==> src/pkg/card_pkg.sv <==
package card_pkg;

    // register byte addresses on the bus
    localparam logic [4:0] ADDR_MODE   = 5'h00;
    localparam logic [4:0] ADDR_CTRL   = 5'h04;
    localparam logic [4:0] ADDR_STATUS = 5'h08;
    localparam logic [4:0] ADDR_TXDATA = 5'h0C;
    localparam logic [4:0] ADDR_RXDATA = 5'h10;
    localparam logic [4:0] ADDR_CARD   = 5'h14;
    localparam logic [4:0] ADDR_ETU    = 5'h18;
    localparam logic [4:0] ADDR_CLKDIV = 5'h1C;

    // serial_mode_reg fields
    localparam int MODE_TIMING_SEL = 0;
    localparam int MODE_PAR_ODD    = 1;

    // serial_control_reg fields
    localparam int CTRL_CLK_EN_LOW  = 0;
    localparam int CTRL_CLK_EN_HIGH = 1;
    localparam int CTRL_TRANSMIT_END_FLAG_IE     = 2;
    localparam int CTRL_RX_EN       = 4;
    localparam int CTRL_TX_EN       = 5;
    localparam int CTRL_RX_IE       = 6;
    localparam int CTRL_TX_IE       = 7;

    // serial_status_reg fields
    localparam int ST_CARD_ERR = 0;
    localparam int ST_TX_END   = 2;
    localparam int ST_PARITY   = 3;
    localparam int ST_FRAMING  = 4;
    localparam int ST_OVERRUN  = 5;
    localparam int ST_RX_FULL  = 6;
    localparam int ST_TX_EMPTY = 7;

    // reset values and counter constants
    localparam logic [7:0]  MODE_RESET   = 8'h00;
    localparam logic [7:0]  CTRL_RESET   = 8'h00;
    localparam logic [7:0]  STATUS_RESET = 8'h84;
    localparam logic [15:0] ETU_RESET    = 16'h0174;
    localparam logic [15:0] CLKDIV_RESET = 16'h0002;
    localparam logic [15:0] CNT_ONE      = 16'h0001;
    localparam logic [3:0]  RX_LAST_BIT  = 4'h8;
    localparam logic [3:0]  TX_LAST_BIT  = 4'h9;

    // priority codes, lowest code wins
    localparam logic [1:0] IRQ_ID_RX_ERR = 2'h0;
    localparam logic [1:0] IRQ_ID_RX_FULL = 2'h1;
    localparam logic [1:0] IRQ_ID_TX_EMPTY = 2'h2;
    localparam logic [1:0] IRQ_ID_TX_END = 2'h3;

    typedef enum logic [2:0] {RX_IDLE, RX_START, RX_BITS, RX_TAIL, RX_ERR} rx_state_e;
    typedef enum logic [1:0] {TX_IDLE, TX_BITS, TX_GUARD, TX_GAP} tx_state_e;

    typedef struct packed {
        logic receive_error_irq;
        logic receive_full_irq;
        logic transmit_empty_irq;
        logic transmit_end_irq;
    } irq_req_s;

    typedef struct packed {
        logic        din_s1;
        logic        din_s2;
        logic        din_prev;
        logic [7:0]  mode;
        logic [7:0]  ctrl;
        logic        card_mode;
        logic [15:0] etu;
        logic [15:0] clkdiv;
        logic [7:0]  status;
        logic [7:0]  seen;
        logic [7:0]  tx_data;
        logic [7:0]  rx_data;
        rx_state_e   rx_st;
        logic [15:0] rx_cnt;
        logic [3:0]  rx_bit;
        logic [8:0]  rx_sh;
        tx_state_e   tx_st;
        logic [15:0] tx_cnt;
        logic [3:0]  tx_bit;
        logic [9:0]  tx_sh;
        logic        tx_retry;
        logic        ck_run;
        logic        ck_ph;
        logic [15:0] ck_cnt;
        logic        wait_r;
        logic [31:0] rdata;
        irq_req_s    irq;
        logic        irq_any;
        logic [1:0]  irq_id;
        logic        xfer_rx_req;
        logic        xfer_tx_req;
        logic [7:0]  xfer_rdata;
        logic        dout;
        logic        doe;
        logic        card_clk;
    } state_s;

    localparam state_s STATE_RESET = '{
        mode: MODE_RESET,
        ctrl: CTRL_RESET,
        etu: ETU_RESET,
        clkdiv: CLKDIV_RESET,
        status: STATUS_RESET,
        rx_st: RX_IDLE,
        tx_st: TX_IDLE,
        wait_r: 1'b1,
        default: '0
    };

endpackage

==> src/rtl/smartcard_serial_rx_irq_clock.sv <==
// Notes on behaviour
// - parity error sets flag, error request, no full
// - good parity sets full flag and request
// - errored byte still lands in receive data
// - controller read clears receive-full flag
// - no receive-full request on reception error
// - card mode error flags, error request, no full
// - timing select lets clock enables fix level
// - stopped clock finishes period, then fixed level
// - restart gives full-width first clock pulse
// - empty flag requests its interrupt, end flag outside card mode only
// - full flag and error flags request interrupts
// - controller write clears transmit-empty flag
// - priority error, full, empty, end
// - only full and empty start the controller
// - card mode: no end irq, error incl card
// - card transmit sets end and empty together
// - card error signal retransmits, end stays clear
// - card error flag never self-clears
//
// The address map and the Avalon-MM interface to the registers were left to the implementer.
`timescale 1ns/1ps
module smartcard_serial_rx_irq_clock (
    input  wire logic              clock_in,
    input  wire logic              rst_n_in,
    input  wire logic [4:0]        address_in,
    input  wire logic              read_in,
    input  wire logic              write_in,
    input  wire logic [31:0]       writedata_in,
    output logic [31:0]            readdata_out,
    output logic                   waitrequest_out,
    input  wire logic              card_data_in,
    output logic                   card_data_out,
    output logic                   card_data_oe_out,
    output logic                   card_clk_out,
    input  wire logic              xfer_read_in,
    input  wire logic              xfer_write_in,
    input  wire logic [7:0]        xfer_wdata_in,
    output logic [7:0]             xfer_rdata_out,
    output logic                   xfer_rx_req_out,
    output logic                   xfer_tx_req_out,
    output card_pkg::irq_req_s     irq_req_out,
    output logic                   irq_any_out,
    output logic [1:0]             irq_id_out
);

    logic              rst_s1_r;
    logic              rst_n_r;
    card_pkg::state_s  s_r;
    card_pkg::state_s  s_nxt;
    logic [31:0]       rd_mux;
    logic              bus_go;
    logic              card;
    logic              odd;
    logic              perr;
    logic              tx_par;
    logic              idle_lvl;
    logic [15:0]       etu_m1;
    logic [15:0]       half_m1;
    logic [15:0]       ck_m1;
    logic [7:0]        clr_mask;

    always_ff @(posedge clock_in or negedge rst_n_in) begin
        if (!rst_n_in) begin
            rst_s1_r <= 1'b0;
            rst_n_r  <= 1'b0;
        end else begin
            rst_s1_r <= 1'b1;
            rst_n_r  <= rst_s1_r;
        end
    end

    always_ff @(posedge clock_in or negedge rst_n_r) begin
        if (!rst_n_r) begin
            s_r <= card_pkg::STATE_RESET;
        end else begin
            s_r <= s_nxt;
        end
    end

    assign bus_go   = (read_in || write_in) && !s_r.wait_r;
    assign card     = s_r.card_mode;
    assign odd      = s_r.mode[card_pkg::MODE_PAR_ODD];
    assign perr     = (^s_r.rx_sh) != odd;
    assign tx_par   = (^s_r.tx_data) ^ odd;
    // zero divisors behave as one cycle instead of wrapping to a huge count
    assign etu_m1   = (s_r.etu == '0) ? '0 : s_r.etu - card_pkg::CNT_ONE;
    assign half_m1  = {1'b0, etu_m1[15:1]};
    assign ck_m1    = (s_r.clkdiv == '0) ? '0 : s_r.clkdiv - card_pkg::CNT_ONE;
    assign idle_lvl = s_r.mode[card_pkg::MODE_TIMING_SEL]
                      && s_r.ctrl[card_pkg::CTRL_CLK_EN_HIGH];
    // clear only bits seen as 1 and written 0
    assign clr_mask = ~writedata_in[7:0] & s_r.seen;

    always_comb begin
        rd_mux = '0;
        case (address_in)
            card_pkg::ADDR_MODE: begin
                rd_mux[7:0] = s_r.mode;
            end
            card_pkg::ADDR_CTRL: begin
                rd_mux[7:0] = s_r.ctrl;
            end
            card_pkg::ADDR_STATUS: begin
                rd_mux[7:0] = s_r.status;
            end
            card_pkg::ADDR_TXDATA: begin
                rd_mux[7:0] = s_r.tx_data;
            end
            card_pkg::ADDR_RXDATA: begin
                rd_mux[7:0] = s_r.rx_data;
            end
            card_pkg::ADDR_CARD: begin
                rd_mux[0] = s_r.card_mode;
            end
            card_pkg::ADDR_ETU: begin
                rd_mux[15:0] = s_r.etu;
            end
            card_pkg::ADDR_CLKDIV: begin
                rd_mux[15:0] = s_r.clkdiv;
            end
            default: begin
                rd_mux = '0;
            end
        endcase
    end

    always_comb begin
        s_nxt = s_r;

        // data pin synchroniser
        s_nxt.din_s1   = card_data_in;
        s_nxt.din_s2   = s_r.din_s1;
        s_nxt.din_prev = s_r.din_s2;

        // one wait cycle on every access keeps read data registered
        s_nxt.wait_r = 1'b1;
        if ((read_in || write_in) && s_r.wait_r) begin
            s_nxt.wait_r = 1'b0;
            s_nxt.rdata  = rd_mux;
        end
        // remember the flags handed out on the read, not ones set a cycle later
        if (read_in && s_r.wait_r && address_in == card_pkg::ADDR_STATUS) begin
            s_nxt.seen = s_r.status;
        end
        if (bus_go && write_in) begin
            case (address_in)
                card_pkg::ADDR_MODE: begin
                    s_nxt.mode = writedata_in[7:0];
                end
                card_pkg::ADDR_CTRL: begin
                    s_nxt.ctrl = writedata_in[7:0];
                end
                card_pkg::ADDR_STATUS: begin
                    // card error flag cleared only here
                    s_nxt.status = s_r.status & ~clr_mask;
                    s_nxt.seen   = s_r.seen & ~clr_mask;
                end
                card_pkg::ADDR_TXDATA: begin
                    s_nxt.tx_data = writedata_in[7:0];
                end
                card_pkg::ADDR_CARD: begin
                    s_nxt.card_mode = writedata_in[0];
                end
                card_pkg::ADDR_ETU: begin
                    s_nxt.etu = writedata_in[15:0];
                end
                card_pkg::ADDR_CLKDIV: begin
                    s_nxt.clkdiv = writedata_in[15:0];
                end
                default: begin
                end
            endcase
        end

        if (xfer_read_in && s_r.xfer_rx_req) begin
            s_nxt.status[card_pkg::ST_RX_FULL] = 1'b0;
        end
        if (xfer_write_in && s_r.xfer_tx_req) begin
            s_nxt.tx_data = xfer_wdata_in;
            s_nxt.status[card_pkg::ST_TX_EMPTY] = 1'b0;
            s_nxt.status[card_pkg::ST_TX_END] = 1'b0;
        end

        // receiver; hardware sets below override clears above
        unique case (s_r.rx_st)
            card_pkg::RX_IDLE: begin
                if (s_r.ctrl[card_pkg::CTRL_RX_EN] && s_r.din_prev && !s_r.din_s2) begin
                    s_nxt.rx_st  = card_pkg::RX_START;
                    s_nxt.rx_cnt = half_m1;
                end
            end
            card_pkg::RX_START: begin
                if (s_r.rx_cnt == '0) begin
                    // a glitch shorter than half a bit is not a start bit
                    if (!s_r.din_s2) begin
                        s_nxt.rx_st  = card_pkg::RX_BITS;
                        s_nxt.rx_cnt = etu_m1;
                        s_nxt.rx_bit = '0;
                    end else begin
                        s_nxt.rx_st = card_pkg::RX_IDLE;
                    end
                end else begin
                    s_nxt.rx_cnt = s_r.rx_cnt - card_pkg::CNT_ONE;
                end
            end
            card_pkg::RX_BITS: begin
                if (s_r.rx_cnt == '0) begin
                    s_nxt.rx_sh  = {s_r.din_s2, s_r.rx_sh[8:1]};
                    s_nxt.rx_cnt = etu_m1;
                    if (s_r.rx_bit == card_pkg::RX_LAST_BIT) begin
                        s_nxt.rx_st = card_pkg::RX_TAIL;
                    end else begin
                        s_nxt.rx_bit = s_r.rx_bit + 4'h1;
                    end
                end else begin
                    s_nxt.rx_cnt = s_r.rx_cnt - card_pkg::CNT_ONE;
                end
            end
            card_pkg::RX_TAIL: begin
                if (s_r.rx_cnt == '0) begin
                    if (s_r.status[card_pkg::ST_RX_FULL]) begin
                        s_nxt.status[card_pkg::ST_OVERRUN] = 1'b1;
                    end else begin
                        s_nxt.rx_data = s_r.rx_sh[7:0];
                        if (perr) begin
                            s_nxt.status[card_pkg::ST_PARITY] = 1'b1;
                        end else if (!card && !s_r.din_s2) begin
                            s_nxt.status[card_pkg::ST_FRAMING] = 1'b1;
                        end else begin
                            s_nxt.status[card_pkg::ST_RX_FULL] = 1'b1;
                        end
                    end
                    if (card && perr) begin
                        s_nxt.rx_st  = card_pkg::RX_ERR;
                        s_nxt.rx_cnt = etu_m1;
                    end else begin
                        s_nxt.rx_st = card_pkg::RX_IDLE;
                    end
                end else begin
                    s_nxt.rx_cnt = s_r.rx_cnt - card_pkg::CNT_ONE;
                end
            end
            card_pkg::RX_ERR: begin
                if (s_r.rx_cnt == '0) begin
                    s_nxt.rx_st = card_pkg::RX_IDLE;
                end else begin
                    s_nxt.rx_cnt = s_r.rx_cnt - card_pkg::CNT_ONE;
                end
            end
        endcase
        if (!s_r.ctrl[card_pkg::CTRL_RX_EN]) begin
            s_nxt.rx_st = card_pkg::RX_IDLE;
        end

        // transmitter
        unique case (s_r.tx_st)
            card_pkg::TX_IDLE: begin
                if (s_r.ctrl[card_pkg::CTRL_TX_EN] && !s_r.status[card_pkg::ST_TX_EMPTY]) begin
                    s_nxt.tx_sh  = {tx_par, s_r.tx_data, 1'b0};
                    s_nxt.tx_bit = '0;
                    s_nxt.tx_cnt = etu_m1;
                    s_nxt.tx_st  = card_pkg::TX_BITS;
                    // normal mode empty sets on load
                    if (!card) begin
                        s_nxt.status[card_pkg::ST_TX_EMPTY] = 1'b1;
                    end
                end
            end
            card_pkg::TX_BITS: begin
                if (s_r.tx_cnt == '0) begin
                    s_nxt.tx_cnt = etu_m1;
                    if (s_r.tx_bit == card_pkg::TX_LAST_BIT) begin
                        s_nxt.tx_st = card_pkg::TX_GUARD;
                    end else begin
                        s_nxt.tx_sh  = {1'b1, s_r.tx_sh[9:1]};
                        s_nxt.tx_bit = s_r.tx_bit + 4'h1;
                    end
                end else begin
                    s_nxt.tx_cnt = s_r.tx_cnt - card_pkg::CNT_ONE;
                end
            end
            card_pkg::TX_GUARD: begin
                if (s_r.tx_cnt == '0) begin
                    s_nxt.tx_cnt = etu_m1;
                    s_nxt.tx_st  = card_pkg::TX_GAP;
                    if (card && !s_r.din_s2) begin
                        // error signal: resend, end stays 0
                        s_nxt.status[card_pkg::ST_CARD_ERR] = 1'b1;
                        s_nxt.tx_retry = 1'b1;
                    end else begin
                        s_nxt.tx_retry = 1'b0;
                        if (card) begin
                            s_nxt.status[card_pkg::ST_TX_END]   = 1'b1;
                            s_nxt.status[card_pkg::ST_TX_EMPTY] = 1'b1;
                        end else if (s_nxt.status[card_pkg::ST_TX_EMPTY]) begin
                            s_nxt.status[card_pkg::ST_TX_END] = 1'b1;
                        end
                    end
                end else begin
                    s_nxt.tx_cnt = s_r.tx_cnt - card_pkg::CNT_ONE;
                end
            end
            card_pkg::TX_GAP: begin
                if (s_r.tx_cnt == '0) begin
                    if (s_r.tx_retry) begin
                        s_nxt.tx_sh  = {tx_par, s_r.tx_data, 1'b0};
                        s_nxt.tx_bit = '0;
                        s_nxt.tx_cnt = etu_m1;
                        s_nxt.tx_st  = card_pkg::TX_BITS;
                    end else begin
                        s_nxt.tx_st = card_pkg::TX_IDLE;
                    end
                end else begin
                    s_nxt.tx_cnt = s_r.tx_cnt - card_pkg::CNT_ONE;
                end
            end
        endcase
        if (!s_r.ctrl[card_pkg::CTRL_TX_EN]) begin
            s_nxt.tx_st    = card_pkg::TX_IDLE;
            s_nxt.tx_retry = 1'b0;
        end

        // card line is open drain in card mode: only low is driven
        s_nxt.dout = 1'b0;
        s_nxt.doe  = 1'b0;
        if (s_nxt.rx_st == card_pkg::RX_ERR) begin
            s_nxt.doe = 1'b1;
        end else if (s_nxt.tx_st == card_pkg::TX_BITS) begin
            s_nxt.dout = !card && s_nxt.tx_sh[0];
            s_nxt.doe  = !card || !s_nxt.tx_sh[0];
        end else if (!card && s_r.ctrl[card_pkg::CTRL_TX_EN]) begin
            s_nxt.dout = 1'b1;
            s_nxt.doe  = 1'b1;
        end

        // card clock: high half then low half
        if (!s_r.ck_run) begin
            if (s_r.ctrl[card_pkg::CTRL_CLK_EN_LOW]) begin
                s_nxt.ck_run = 1'b1;
                s_nxt.ck_ph  = 1'b0;
                s_nxt.ck_cnt = ck_m1;
            end
        end else if (s_r.ck_cnt == '0) begin
            s_nxt.ck_cnt = ck_m1;
            if (!s_r.ck_ph) begin
                s_nxt.ck_ph = 1'b1;
            end else if (s_r.ctrl[card_pkg::CTRL_CLK_EN_LOW]) begin
                s_nxt.ck_ph = 1'b0;
            end else begin
                s_nxt.ck_run = 1'b0;
            end
        end else begin
            s_nxt.ck_cnt = s_r.ck_cnt - card_pkg::CNT_ONE;
        end
        s_nxt.card_clk = s_nxt.ck_run ? !s_nxt.ck_ph : idle_lvl;

        // errors never raise the full request
        s_nxt.irq.receive_error_irq = s_nxt.ctrl[card_pkg::CTRL_RX_IE]
            && (s_nxt.status[card_pkg::ST_OVERRUN] || s_nxt.status[card_pkg::ST_PARITY]
                || (card ? s_nxt.status[card_pkg::ST_CARD_ERR]
                         : s_nxt.status[card_pkg::ST_FRAMING]));
        s_nxt.irq.receive_full_irq = s_nxt.ctrl[card_pkg::CTRL_RX_IE]
            && s_nxt.status[card_pkg::ST_RX_FULL];
        s_nxt.irq.transmit_empty_irq = s_nxt.ctrl[card_pkg::CTRL_TX_IE]
            && s_nxt.status[card_pkg::ST_TX_EMPTY];
        s_nxt.irq.transmit_end_irq = s_nxt.ctrl[card_pkg::CTRL_TRANSMIT_END_FLAG_IE]
            && s_nxt.status[card_pkg::ST_TX_END] && !s_nxt.card_mode;

        // controller starts on full or empty only
        s_nxt.xfer_rx_req = s_nxt.irq.receive_full_irq;
        s_nxt.xfer_tx_req = s_nxt.irq.transmit_empty_irq;
        s_nxt.xfer_rdata  = s_nxt.rx_data;

        s_nxt.irq_any = |s_nxt.irq;
        if (s_nxt.irq.receive_error_irq) begin
            s_nxt.irq_id = card_pkg::IRQ_ID_RX_ERR;
        end else if (s_nxt.irq.receive_full_irq) begin
            s_nxt.irq_id = card_pkg::IRQ_ID_RX_FULL;
        end else if (s_nxt.irq.transmit_empty_irq) begin
            s_nxt.irq_id = card_pkg::IRQ_ID_TX_EMPTY;
        end else if (s_nxt.irq.transmit_end_irq) begin
            s_nxt.irq_id = card_pkg::IRQ_ID_TX_END;
        end else begin
            s_nxt.irq_id = card_pkg::IRQ_ID_RX_ERR;
        end
    end

    assign readdata_out     = s_r.rdata;
    assign waitrequest_out  = s_r.wait_r;
    assign card_data_out    = s_r.dout;
    assign card_data_oe_out = s_r.doe;
    assign card_clk_out     = s_r.card_clk;
    assign xfer_rdata_out   = s_r.xfer_rdata;
    assign xfer_rx_req_out  = s_r.xfer_rx_req;
    assign xfer_tx_req_out  = s_r.xfer_tx_req;
    assign irq_req_out      = s_r.irq;
    assign irq_any_out      = s_r.irq_any;
    assign irq_id_out       = s_r.irq_id;

endmodule

==> config.mk <==
export PLATFORM = sky130hd
export DESIGN_NAME = smartcard_serial_rx_irq_clock
export DESIGN_NICKNAME = d
export VERILOG_FILES = /design/src/pkg/card_pkg.sv /design/src/rtl/smartcard_serial_rx_irq_clock.sv
export SDC_FILE = /design/constraint.sdc
export NUM_CORES = 1
export LEC_CHECK = 0
export ABC_AREA = 1
export BUFFER_PORTS_ARGS = -buffer_cell sky130_fd_sc_hd__buf_4
export CAP_MARGIN = 15
export CELL_PAD_IN_SITES_DETAIL_PLACEMENT = 1
export CELL_PAD_IN_SITES_GLOBAL_PLACEMENT = 1
export CORE_AREA = 2 2 175 177
export DETAILED_ROUTE_END_ITERATION = 8
export DIE_AREA = 0 0 177 179
export GPL_ROUTABILITY_DRIVEN = 0
export PLACE_DENSITY_LB_ADDON = 0.1
export SKIP_LAST_GASP = 1
export SYNTH_ARGS = -nofsm -noshare
export SYNTH_HDL_FRONTEND = slang
export SYNTH_SLANG_ARGS = --single-unit
export TNS_END_PERCENT = 10
==> constraint.sdc <==
create_clock -name clock_in -period 6.04 [get_ports clock_in]
set_clock_uncertainty 0.05 [all_clocks]
set_input_delay 0.604 -clock clock_in [delete_from_list [all_inputs] [get_ports clock_in]]
set_output_delay 0.604 -clock clock_in [all_outputs]
set_load 0.005 [all_outputs]
==> reports/summary.md <==
The first global-routing pass estimated 59,800 µm of wire. The highest net fanout along the worst path is 20, and the signal arrival time at the worst endpoint is 3080 ps. Relative to the synthesized area, the layout overhead comes to 10.4%. STA puts the critical path data required time at 6320 ps. A synthesized cell averages 7.43 µm². Summed over all nets, the switching power comes to 1.73 mW.

The tree is rooted in a sky130_fd_sc_hd__clkbuf_16. Among all stages on the critical path, the largest delay is contributed by sky130_fd_sc_hd__nand2_1. Sorting the synthesized cells by area gives the leading types as sky130_fd_sc_hd__dfrtp_1 (40%), sky130_fd_sc_hd__nand2_1 (12%), sky130_fd_sc_hd__inv_1 (6.2%), sky130_fd_sc_hd__o21ai_0 (6.0%), sky130_fd_sc_hd__nand3_1 (4.6%). The tools report the kind of capture point of the worst setup path as a flip-flop. The async set-or-reset flop fraction in the synthesized netlist was 100%; the count of fill cells added during filler insertion was 3,795. The synthesized netlist cell count was 1,579; the buffering stage count on the worst path with inverters included was 2. The run gives 0 as the final number of hold-violating endpoints.

After clock tree synthesis, the clock-pin slew on the worst setup and hold paths is 80 ps. The logs give 41.9% for the sequential area share after synthesis and 4 for the number of iterations in the first detailed-routing pass. The maximum single-stage delay on the critical path was 400 ps; the number of endpoints failing setup at the final stage was 0. The die is 179 µm tall. For this configuration, the core starts out at a cell density of 39.1%. The remaining design rule violation count came out at 0. The number of ports placed on the die boundary is 105, and the horizontal die dimension is 177 µm. The register share of total power was 40.6%; the count of nets left with antenna violations after detail routing was 0. Maximum number of pins on one net before global-route repair: 66.

Max-cap violations in this run came to 0. Summed over its instances, the top area cell type makes up 39.9% of the synthesized netlist area. The number of max-slew violations in the final report came out at 0. The detail-routed net length per standard cell is 18.2 µm, and the proportion of total power due to net switching is 38.7%. Global routing consumed, over all layers together, 24.3% of the routing resources. The family with the most delay on the worst path was simple AND/OR/NAND/NOR gates. Total global routing overflow: 0. The slew of the pin with the lowest slew margin was 1040 ps; the number of diodes added for antenna fixing was 0.

VDD sags by at most 0.000221 V. The routed layout has 10,500 vias. The number of synthesized flops with an enable pin is 0. Detailed placement finished with a half-perimeter wire length of 27,900 µm. In this run the worst hold path is classified as in2reg. The synthesized design contains 196 register bits.

The mapped netlist covers 11,700 µm². CTS saw 196 sinks. Setup repair after global routing left no endpoint under its margin.

The tools report the wire length reported by the detailed router as 36,700 µm. The tools report the number of antenna violations at the first check in global routing as 0. The tools report the number of global-route vias before repair as 10,900. The floorplan core area came out at 30,000 µm². The tools report the leakage power of the design as 6.26 nW. For the final core area utilization, the log shows 43.1%. The tools report the net count reported at finish as 1,671. The Yosys warning count came out at 0. TritonCTS built the clock tree.

Setup slack on the critical path of the routed design comes to 3240 ps. The logs give 50 for the number of distinct standard cells referenced by the synthesized netlist and 17 for the number of CTS-inserted buffers. The die covers 31,700 µm². At the later pin of the worst-skew pair, clock insertion delay measures 450 ps.

The cell area power density works out to 346 nW/µm². In this run, the number of DRC markers left after iteration 0 of detailed routing was 582. For the setup slack after placement, the log shows 2990 ps. The number of buffers between clock root and the deepest sink was 2. The flow ran to the end, and the final reports show no timing, DRC or antenna violations.

The library cell with the largest summed area after synthesis is sky130_fd_sc_hd__dfrtp_1. Walking the worst path, the cells encountered are inv_1, ha_1, nand3_1, nor2_4, nand3_1, o21bai_2, nand2_1, inv_2, o21ai_1, nand2_1. The post-route netlist has 11.1% of its cells at a drive strength greater than 1.

The H-tree generated during clock tree synthesis spans 4 levels. For the sum of negative setup slack, the log shows 0 ps. The post-route fraction of the period consumed by the critical path is 46.3%, and the internal power summed over all cells is 2.75 mW. The design draws 4.48 mW. The clock share of power was 27.7%; the share of power burned in combinational logic was 31.7%.

The tools report the placement row count as 64. Timing would allow up to 0.357 GHz. In this run the tool buffered the top-level ports with 72 buffer cells. Using the TritonRoute via totals, the vias-per-cell ratio works out to 5.21. For this run, the leading register cell type out of synthesis is sky130_fd_sc_hd__dfrtp_1. The critical path is of the reg2reg type. The worst setup path is launched from a flip-flop. Headroom to the max-slew limit came out at 30.2%. The post-route minimum period works out to 2800 ps.

The number of resized instances in the post-cts repair step is 0.
[Yosys cell counts (2+ instances only)]
cell type,instances
sky130_fd_sc_hd__nand2_2,9
sky130_fd_sc_hd__ha_1,11
sky130_fd_sc_hd__buf_4,49
sky130_fd_sc_hd__clkinv_2,2
sky130_fd_sc_hd__nand4_1,18
sky130_fd_sc_hd__clkbuf_1,19
sky130_fd_sc_hd__nor3b_2,2
sky130_fd_sc_hd__inv_2,13
sky130_fd_sc_hd__nor2_1,139
sky130_fd_sc_hd__o21ai_1,26
sky130_fd_sc_hd__nand3_1,108
sky130_fd_sc_hd__buf_2,9
sky130_fd_sc_hd__dfrtp_1,187
sky130_fd_sc_hd__o22ai_1,25
sky130_fd_sc_hd__nand2_1,390
sky130_fd_sc_hd__nand3_2,4
sky130_fd_sc_hd__mux2_2,2
sky130_fd_sc_hd__nor2_4,4
sky130_fd_sc_hd__inv_1,194
sky130_fd_sc_hd__xor2_1,44
sky130_fd_sc_hd__conb_1,2
sky130_fd_sc_hd__dfstp_2,9
sky130_fd_sc_hd__o221ai_1,11
sky130_fd_sc_hd__a21o_1,2
sky130_fd_sc_hd__a22oi_1,3
sky130_fd_sc_hd__xnor2_1,16
sky130_fd_sc_hd__nand2_4,5
sky130_fd_sc_hd__o21ai_0,140
sky130_fd_sc_hd__nor2_2,15
sky130_fd_sc_hd__a21oi_2,2
sky130_fd_sc_hd__a31oi_1,12
sky130_fd_sc_hd__buf_6,3
sky130_fd_sc_hd__nor3_1,19
sky130_fd_sc_hd__o211ai_1,19
sky130_fd_sc_hd__a21oi_1,51
[what timing repair did]
| action | 4_1_cts | 5_1_grt |
|---|---|---|
| buffers inserted | 0 | 0 |
| endpoints found under the hold margin | 2 | 0 |
| hold buffers | 1 | 0 |
[cell type report]
| cell class | count | area, µm² | area share, % |
|---|---|---|---|
| timing repair buffer | 76 | 573 | 4.42 |
| multi-input combinational | 1107 | 5560 | 42.9 |
| clock inverter | 12 | 181 | 1.40 |
| sequential | 196 | 4920 | 38.0 |
| clock buffer | 19 | 433 | 3.34 |
| tap | 396 | 495 | 3.83 |
| inverter | 210 | 791 | 6.11 |
[worst paths after layout]
check                              from          to  slack [ps]  cells past startpoint
max                            s_r[117]    s_r[127]        3240                     10
min                        card_data_in  s_nxt[218]         210                      1
max reg2reg                    s_r[117]    s_r[127]        3240                     10
min reg2reg                    rst_s1_r     rst_n_r         300                      0
max in group asynchronous       rst_n_r    s_r[110]        4250                      1
min in group asynchronous       rst_n_r    s_r[153]         400                      0
[stage by stage]
stage,instance area (µm²),instances,hold WS [ps]
floorplan,11800,1594,258
global placement,12300,1984,287
detailed placement,12300,1984,292
CTS,13000,2016,190
global route,13000,2016,200
finish,13000,2016,214
[cell usage in the layout (no fill, tap or decap), types with 3 or more instances in the layout]
| master | netlist | routed |
|---|---|---|
| sky130_fd_sc_hd__o221ai_1 | 11 | 11 |
| sky130_fd_sc_hd__inv_2 | 13 | 13 |
| sky130_fd_sc_hd__nand2_2 | 9 | 9 |
| sky130_fd_sc_hd__a22oi_1 | 3 | 3 |
| sky130_fd_sc_hd__buf_4 | 49 | 75 |
| sky130_fd_sc_hd__dfrtp_1 | 187 | 186 |
| sky130_fd_sc_hd__clkinv_2 | 2 | 3 |
| sky130_fd_sc_hd__xnor2_1 | 16 | 16 |
| sky130_fd_sc_hd__clkbuf_16 | 0 | 17 |
| sky130_fd_sc_hd__conb_1 | 2 | 17 |
| sky130_fd_sc_hd__nand2_4 | 5 | 5 |
| sky130_fd_sc_hd__nor2_1 | 139 | 139 |
| sky130_fd_sc_hd__nand3_2 | 4 | 4 |
| sky130_fd_sc_hd__dfstp_2 | 9 | 9 |
| sky130_fd_sc_hd__nand2_1 | 390 | 390 |
| sky130_fd_sc_hd__nor2_4 | 4 | 4 |
| sky130_fd_sc_hd__ha_1 | 11 | 11 |
| sky130_fd_sc_hd__nor3_1 | 19 | 19 |
| sky130_fd_sc_hd__nor2_2 | 15 | 15 |
| sky130_fd_sc_hd__xor2_1 | 44 | 44 |
| sky130_fd_sc_hd__clkinvlp_4 | 0 | 4 |
| sky130_fd_sc_hd__nand3_1 | 108 | 108 |
| sky130_fd_sc_hd__a31oi_1 | 12 | 12 |
| sky130_fd_sc_hd__inv_1 | 194 | 194 |
| sky130_fd_sc_hd__o22ai_1 | 25 | 25 |
| sky130_fd_sc_hd__bufinv_16 | 0 | 4 |
| sky130_fd_sc_hd__a21oi_1 | 51 | 51 |
| sky130_fd_sc_hd__nand4_1 | 18 | 18 |
| sky130_fd_sc_hd__o211ai_1 | 19 | 19 |
| sky130_fd_sc_hd__o21ai_1 | 26 | 26 |
| sky130_fd_sc_hd__o21ai_0 | 140 | 140 |
[metal layers]
metal / track usage (%) / part of all wire [%]
met5: 0 / 0
met1: 33.6 / 49
met3: 3.50 / 3.0
met2: 39.3 / 46
met4: 7.58 / 2.2
[sequential cells by signal, summed over array words and instances, names as in the netlist]
register and flops:
irq_any_out 1, waitrequest_out 1, rst_s1_r 1, xfer_rx_req_out 1, irq_req_out 2, xfer_rdata_out 8
irq_id_out 2, s_r 155, rst_n_r 1, card_clk_out 1, card 1, card_data_oe_out 1
readdata_out 16, odd 1, s_nxt 2, xfer_tx_req_out 1, card_data_out 1
[cells by family after synthesis]
family | Yosys count | share of synthesized area [%]
AOI/OAI and AO/OA | 297 | 14.3
DFF | 196 | 41.9
xor gates and xnor gates | 60 | 4.48
muxes | 2 | 0.192
other | 2 | 0.0640
buffers and inverters | 291 | 11.2
and+or+nand+nor | 720 | 26.7
adders and majority gates | 11 | 1.17
[power by group through the flow]
stage	clock, mW	combinational [mW]	sequential, mW
floorplan	0	1.05	1.77
global placement	0	1.38	1.83
detailed placement	0	1.42	1.84
CTS	1.27	1.43	1.82
global route	1.32	1.62	1.86
finish	1.24	1.42	1.82
No activity file was read; power rests on OpenSTA's default activity.
